[config.mk]
export PLATFORM = sky130hd
export DESIGN_NAME = mm_word_slave
export DESIGN_NICKNAME = d
export VERILOG_FILES = /design/src/verilog/mm_lane_pkg.sv /design/src/verilog/lane_qualify.sv /design/src/verilog/mm_word_slave.sv
export SDC_FILE = /design/constraint.sdc
export NUM_CORES = 1
export LEC_CHECK = 0
export BUFFER_PORTS_ARGS = -buffer_cell sky130_fd_sc_hd__buf_2
export CAP_MARGIN = 10
export CORE_MARGIN = 2
export CORE_UTILIZATION = 67
export DETAILED_ROUTE_END_ITERATION = 8
export GPL_TIMING_DRIVEN = 0
export HOLD_SLACK_MARGIN = 0.12
export PLACE_DENSITY = 0.87
export REMOVE_ABC_BUFFERS = 1
export SETUP_SLACK_MARGIN = 0.2
export SYNTH_ARGS = -nofsm -noshare
export SYNTH_HDL_FRONTEND = slang
export SYNTH_SLANG_ARGS = --single-unit
[constraint.sdc]
create_clock -name core_clk -period 3.32 [get_ports core_clk]
set_input_delay 0.664 -clock core_clk [delete_from_list [all_inputs] [get_ports core_clk]]
set_output_delay 0.664 -clock core_clk [all_outputs]
set_load 0.1 [all_outputs]
[src/verilog/mm_lane_pkg.sv]
package mm_lane_pkg;

  // default geometry of the slave word store
  localparam int DATA_W_DEF = 32;
  localparam int ADDR_W_DEF = 8;
  localparam int DEPTH_DEF = 16;

  // byte lane and legal bus widths
  localparam int BYTE_W = 8;
  localparam int MIN_DATA_W = 8;
  localparam int MAX_DATA_W = 1024;
  localparam int MIN_ADDR_W = 1;
  localparam int MAX_ADDR_W = 64;
  localparam int MAX_LANES = 128;

  // reset contents of one byte of the store and of the read bus
  localparam logic [7:0] MEM_RST_BYTE = 8'h00;

  // reset level of the done pulses
  localparam logic DONE_RST = 1'b0;

  // how the address input is interpreted
  typedef enum logic [1:0]
  {
    GRAN_WORDS = 2'b01,
    GRAN_BYTES = 2'b10
  } address_granularity_setting_e;

  // one request as issued by the interconnect
  typedef struct packed {
    logic wr;
    logic rd;
  } xfer_s;

  // fault flags of the most recent transfer
  typedef struct packed {
    logic lane_illegal;
    logic misaligned;
    logic out_of_range;
  } fault_s;

  localparam fault_s FAULT_NONE = '{lane_illegal: 1'b0, misaligned: 1'b0, out_of_range: 1'b0};

endpackage

[src/verilog/lane_qualify.sv]
// resolves the active-low lane enables into per-byte strobes and checks the pattern
module lane_qualify
  import mm_lane_pkg::*;
#(
  parameter int LANES = 4,
  parameter bit HAS_LANES = 1'b1
)
(
  input wire logic [LANES-1:0] lane_en_n,
  input wire logic wr_en,
  output logic [LANES-1:0] lanes,
  output logic [LANES-1:0] byte_wr,
  output logic pattern_ok
);

  // true when the set lanes form one aligned, power-of-two sized group
  function automatic logic group_ok(input logic [LANES-1:0] be);
    logic ok;
    logic [LANES-1:0] mask;
    ok = 1'b0;
    for (int s = 1; s <= LANES; s = s * 2)
    begin
      for (int o = 0; o < LANES; o = o + s)
      begin
        mask = '0;
        for (int b = 0; b < s; b++)
        begin
          mask[o + b] = 1'b1;
        end
        if (be == mask)
        begin
          ok = 1'b1;
        end
      end
    end
    return ok;
  endfunction

  wire logic [LANES-1:0] lanes_hi;

  // the pin is active low, so invert once here and use active-high lanes inside
  assign lanes_hi = ~lane_en_n;

  // without a lane vector every transfer is a full word
  assign lanes = HAS_LANES ? lanes_hi : {LANES{1'b1}};

  // an all-zero vector writes nothing and is flagged, not silently accepted
  assign pattern_ok = group_ok(lanes);

  genvar i;
  generate
    for (i = 0; i < LANES; i++)
    begin : g_strobe
      // lane n gates byte n only
      assign byte_wr[i] = wr_en & lanes[i];
    end
  endgenerate

endmodule

[src/verilog/mm_word_slave.sv]
// Function
// - A read-only port needs at least read data and a write-only port needs write data and a write strobe.
// - Any signal may be active high, and one that is active low carries a trailing _n and is read inverted.
// - The slave decodes its address as a word index, zero the first word and one the second, unless set to bytes.
// - Buses wider than eight bits may carry a lane enable vector of 2 to 128 bits, one per data byte.
// - Lane enable bit n qualifies byte n of both the write data and the read data.
// - On a write the slave changes only the enabled bytes and leaves the rest of the word as it was.
// - On a read the lanes show the wanted bytes, and a slave without read side effects may return the full word.
// - Without a lane enable vector every transfer behaves as if all lanes were enabled.
// - The slave answers each read with data on a read bus of 8 to 1024 bits.
module mm_word_slave
  import mm_lane_pkg::*;
#(
  parameter int DATA_W = DATA_W_DEF,
  parameter int ADDR_W = ADDR_W_DEF,
  parameter int DEPTH = DEPTH_DEF,
  parameter bit HAS_LANES = 1'b1,
  parameter address_granularity_setting_e address_granularity_setting = GRAN_WORDS,
  parameter int LANES = DATA_W / BYTE_W
)
(
  input wire logic core_clk,
  input wire logic nrst,
  input wire logic [ADDR_W-1:0] address,
  input wire xfer_s xfer,
  input wire logic [LANES-1:0] lane_en_n,
  input wire logic [DATA_W-1:0] wr_data,
  output logic [DATA_W-1:0] rd_data_q,
  output logic rd_done_q,
  output logic wr_done_q,
  output fault_s fault_q
);

  localparam int IDX_W = (DEPTH > 1) ? $clog2(DEPTH) : 1;
  localparam int OFS_W = (LANES > 1) ? $clog2(LANES) : 0;
  localparam logic [ADDR_W:0] DEPTH_CMP = (ADDR_W + 1)'(DEPTH);

  // widths that the datapath cannot serve are refused at elaboration
  generate
    if (DATA_W < MIN_DATA_W || DATA_W > MAX_DATA_W || (DATA_W & (DATA_W - 1)) != 0)
    begin : g_bad_data
      $error("data width must be a power of two from 8 to 1024");
    end
    if (LANES * BYTE_W != DATA_W || LANES > MAX_LANES)
    begin : g_bad_lanes
      $error("lane count must equal data width over eight");
    end
    if (ADDR_W < MIN_ADDR_W || ADDR_W > MAX_ADDR_W)
    begin : g_bad_addr
      $error("address width must be 1 to 64");
    end
    if (DEPTH < 2 || ADDR_W < IDX_W + ((address_granularity_setting == GRAN_BYTES) ? OFS_W : 0))
    begin : g_bad_depth
      $error("depth must be at least two and reachable by the address");
    end
    // a single-byte bus carries no lane vector, so one lane is refused while lanes are on
    if (HAS_LANES && LANES < 2)
    begin : g_bad_lane_vec
      $error("a lane vector needs a bus wider than one byte");
    end
    // an integer cast into the setting would otherwise fall through to word mode
    if (address_granularity_setting != GRAN_WORDS && address_granularity_setting != GRAN_BYTES)
    begin : g_bad_gran
      $error("address granularity must be words or bytes");
    end
    // the write-only minimum needs both the write strobe and write data, so both are ports
  endgenerate

  logic [DATA_W-1:0] mem_q [DEPTH];

  wire logic [LANES-1:0] lanes;
  wire logic [LANES-1:0] byte_wr;
  wire logic pattern_ok;
  wire logic [ADDR_W-1:0] word_addr;
  wire logic misaligned;
  wire logic in_range;
  wire logic [IDX_W-1:0] idx;
  wire logic wr_go;
  wire logic any_xfer;
  wire fault_s fault_d;
  wire logic [DATA_W-1:0] rd_word;
  wire logic [DATA_W-1:0] rd_data_d;
  wire logic [DEPTH-1:0] word_sel;
  wire logic rd_done_d;
  wire logic wr_done_d;

  generate
    if (address_granularity_setting == GRAN_BYTES && OFS_W > 0)
    begin : g_byte_addr
      // byte addressing: drop the in-word offset, which an aligned master leaves at zero
      assign word_addr = ADDR_W'(address >> OFS_W);
      assign misaligned = |address[OFS_W-1:0];
    end
    else
    begin : g_word_addr
      // the interconnect already hands over a word index: 0 is the first word, 1 the second
      assign word_addr = address;
      assign misaligned = 1'b0;
    end
  endgenerate

  assign in_range = ({1'b0, word_addr} < DEPTH_CMP);
  assign idx = word_addr[IDX_W-1:0];

  // a misaligned or out-of-range write is dropped rather than spilling into a neighbour word
  assign wr_go = xfer.wr & in_range & ~misaligned;

  lane_qualify #(
    .LANES(LANES),
    .HAS_LANES(HAS_LANES)
  ) u_lanes (
    .lane_en_n(lane_en_n),
    .wr_en(wr_go),
    .lanes(lanes),
    .byte_wr(byte_wr),
    .pattern_ok(pattern_ok)
  );

  // reads have no side effects here, so the full word returns whatever the lanes say
  assign rd_word = in_range ? mem_q[idx] : '0;
  assign rd_data_d = (xfer.rd & ~misaligned) ? rd_word : '0;

  assign any_xfer = xfer.wr | xfer.rd;

  // wr_done_q marks taken writes only and rd_done_q every read; with no back-pressure they never stretch
  assign rd_done_d = xfer.rd;
  assign wr_done_d = wr_go;

  // lane pattern checked for both directions; a bad pattern still writes its set lanes
  assign fault_d = '{lane_illegal: ~pattern_ok, misaligned: misaligned, out_of_range: ~in_range};

  genvar w;
  genvar b;
  generate
    for (w = 0; w < DEPTH; w++)
    begin : g_sel
      // gating with the range check keeps a wrapped index from touching a real word
      assign word_sel[w] = in_range & (idx == IDX_W'(w));
    end
  endgenerate

  // clearing the whole store at reset costs area but keeps reads of unwritten words defined
  generate
    for (w = 0; w < DEPTH; w++)
    begin : g_word
      for (b = 0; b < LANES; b++)
      begin : g_byte
        wire logic byte_hit;
        assign byte_hit = byte_wr[b] & word_sel[w];
        // only the strobed byte of the addressed word moves; all others hold
        always_ff @(posedge core_clk or negedge nrst)
        begin
          if (!nrst)
          begin
            mem_q[w][b*BYTE_W +: BYTE_W] <= MEM_RST_BYTE;
          end
          else if (byte_hit)
          begin
            mem_q[w][b*BYTE_W +: BYTE_W] <= wr_data[b*BYTE_W +: BYTE_W];
          end
        end
      end
    end
  endgenerate

  // a read in the same cycle as a write to the same word sees the old contents
  always_ff @(posedge core_clk or negedge nrst)
  begin
    if (!nrst)
    begin
      rd_data_q <= {LANES{MEM_RST_BYTE}};
    end
    else if (xfer.rd)
    begin
      rd_data_q <= rd_data_d;
    end
  end

  always_ff @(posedge core_clk or negedge nrst)
  begin
    if (!nrst)
    begin
      rd_done_q <= DONE_RST;
    end
    else
    begin
      rd_done_q <= rd_done_d;
    end
  end

  always_ff @(posedge core_clk or negedge nrst)
  begin
    if (!nrst)
    begin
      wr_done_q <= DONE_RST;
    end
    else
    begin
      wr_done_q <= wr_done_d;
    end
  end

  // faults describe the latest transfer and hold until the next one
  always_ff @(posedge core_clk or negedge nrst)
  begin
    if (!nrst)
    begin
      fault_q <= FAULT_NONE;
    end
    else if (any_xfer)
    begin
      fault_q <= fault_d;
    end
  end

endmodule
==> run summary <==
DRT met1 WL - 22300 um
Status - finished clean
Layout Nets - 1661
Synth Area in Adders - 0
Synthesized flop and latch total - 548
Static leakage - 13.5 nW
Via density - 6.58
Most frequent cell on the critical path - nor2_1
Xor/xnor share of the synthesized area - 0
Worst Slack Setup Final - 0.177 ns
H-tree Lvls - 2
GRT Total Usage - 0.296
Total power - 0.0134 W
Synthesis-to-finish area growth - 11.3%
Startpoint type of the worst setup path - input pin
First-pass GRT wire length - 86700 um
Crit share post-route - 0.947
Yosys warning count - 0
Commonest cells after routing, fill and taps aside - dfrtp_1, mux2_2, mux4_2
CTS root buf - clkbuf_16
CP top delay family - simple AND/OR/NAND/NOR gates
Post-synthesis sequential area ratio - 0.550
Metal3 WL - 3360 um
HP Class - in2async
Starting Density - 0.681
Peak supply drop - 0.454 mV
Post-synthesis mux area share - 0.389
CTS Hold Bufs - 0
Final Cell Area - 27700 um2
Met2 wire len - 27500 um
Max-Cap Viols - 0
Placer congestion estimate - 0.838
Buf/Inv on CP - 2
Simple-Gate Fraction of Synth Area - 0.0306
DRC Markers - 0
Core Rows - 70
Area contributors post-synth - dfrtp_1, mux2_2, mux4_2
TritonCTS clock tree - done
Worst skew pair latency - 0.60 ns
Worst-path fanout max - 68
DP Area - 25800 um2
Total CTS buffers - 55
Post-synth EDFFs - 0
Core region area - 36600 um2
Slew Viols, Final - 0
Worst setup path start - address[3]
Post-synth ARST share - 1.00
Total iterations of the first detailed-routing run - 5
Post-synth top area share - 0.550
Die Ht - 197 um
Setup WS pre-CTS - -0.974 ns
Routed Antenna Nets - 0
Final hold vios - 0
GR Overflow Total - 0
Setup crit end kind - register
Leading area contributor after synthesis - dfrtp_1
Compound-Gate Fraction of Synth Area - 0.00873
Initial DRC Count - 998
Share of layout cells above drive strength 1 - 0.548
Vias in the first global route - 15224
CP arrival - 3.63 ns
I/O pin count - 85
Synth unique cells - 35
PD cells - 482 nW/um2
Die footprint - 38800 um2
Via count - 13969
Largest family of logic cells by synthesized area - multiplexers
RSZ-0062 raised after global routing - true
Crit path required time - 3.80 ns
Initial antenna violation count - 5
Wire length per cell - 26.0 um
Clock Tree Buf Depth - 3
Final HPWL DP - 32000 um
Commonest non-fill, non-tap cell in the layout - dfrtp_1
Buffers on Ports - 83
Clock sink count - 548
Top FF cell, synth - dfrtp_1
Fmax - 318 MHz
Number of fill cells in the layout - 2125
CP Class - in2reg
Crit-path cells - clkbuf_8, buf_16, nor2_1, nand4_1, nor2_1, mux2_2
Fin Clk Skew - 0.0116 ns
Chip width - 197 um
Post-Syn Area - 24900 um2
Synthesized instance count - 1557
Post-Route WL - 55200 um
Reg2Reg Launch Point - mem_q[55]
Worst path max stage delay - 1.02 ns
R2R setup slack - 1.67 ns
Avg Inst Size Synth - 16.0 um2
Pin count of the biggest net entering global routing - 131
Final Critical Period - 3.14 ns
Worst slew margin - 0.141
Final setup viols - 0
Pin slew with the least headroom to its limit - 1.28 ns
Clock-pin slew on the worst setup and hold paths - 0.06 ns
Highest Signal Layer - met4
Critical path's slowest cell - nor2_1
==> layout make-up <==
cell class	count	area, um2	area share
well taps	468	586	0.0211
flip-flops and latches	548	13700	0.494
clock inverters	19	185	0.00667
clock buffers	76	1590	0.0571
repair buffers	98	774	0.0279
inverters	35	131	0.00474
multi-input cells	875	10800	0.388
diodes	5	12.5	0.000451
==> worst paths after layout <==
path / end / cells past startpoint
setup / recovery: mem_q[401] / 6
setup reg to reg: rd_data_q[23] / 4
hold / removal: rd_data_q[13] / 1
hold reg to reg: mem_q[302] / 1
max in group asynchronous: mem_q[226] / 3
min in group core_clk: fault_q[2] / 4
==> per-layer routing <==
layer / vias up / GRT usage
met5: - / 0
met4: 0 / 0.112
met3: 133 / 0.0577
met2: 409 / 0.480
met1: 7488 / 0.405
li1: 5939 / -
==> timing repair <==
action                     in CTS  in global routing
gates resized for setup        10                  9
setup buffers                   0                  6
gates cloned                    0                  1
setup endpoints to repair     200                120
pin swaps                       0                  5
hold endpoints to repair        0                  0
==> sequential cells by signal, summed over array words and instances, names as in the netlist <==
name	cells
mem_q	512
rd_data_q	32
fault_q	2
rd_done_q	1
wr_done_q	1
==> cell families after synthesis <==
| kind of cell | Yosys count |
|---|---|
| multiplexers | 737 |
| flip-flops | 548 |
| buffers and inverters | 134 |
| AND/OR/NAND/NOR | 102 |
| AO/OA/AOI/OAI | 35 |
| other | 1 |
==> metrics by stage <==
step | setup TNS (ns) | util | hold WS (ns) | std cells
after global routing | 0 | 0.758 | 0.265 | 2123
after global placement | -6445.17 | 0.697 | 0.463 | 2009
after detailed placement | -163.52 | 0.704 | 0.474 | 2017
after CTS | 0 | 0.753 | 0.213 | 2112
after floorplan | -28.21 | - | 0.368 | 1458
final | 0 | 0.758 | 0.174 | 2124
==> Yosys cell counts, types with 10 or more instances <==
cell type	count
mux2_2	535
buf_2	11
clkbuf_1	73
inv_1	34
mux4_2	128
mux2i_1	64
buf_1	10
o22ai_1	32
nand3_1	25
nor2_2	16
nor3_4	17
dfrtp_1	548
==> report_power, final <==
group	total (W)	internal, W	switching (W)
combinational	0.000591	0.000162	0.000429
clock	0.00608	0.00355	0.00253
sequential	0.00671	0.00670	0.0000108
No activity file was read; power rests on OpenSTA's default activity.
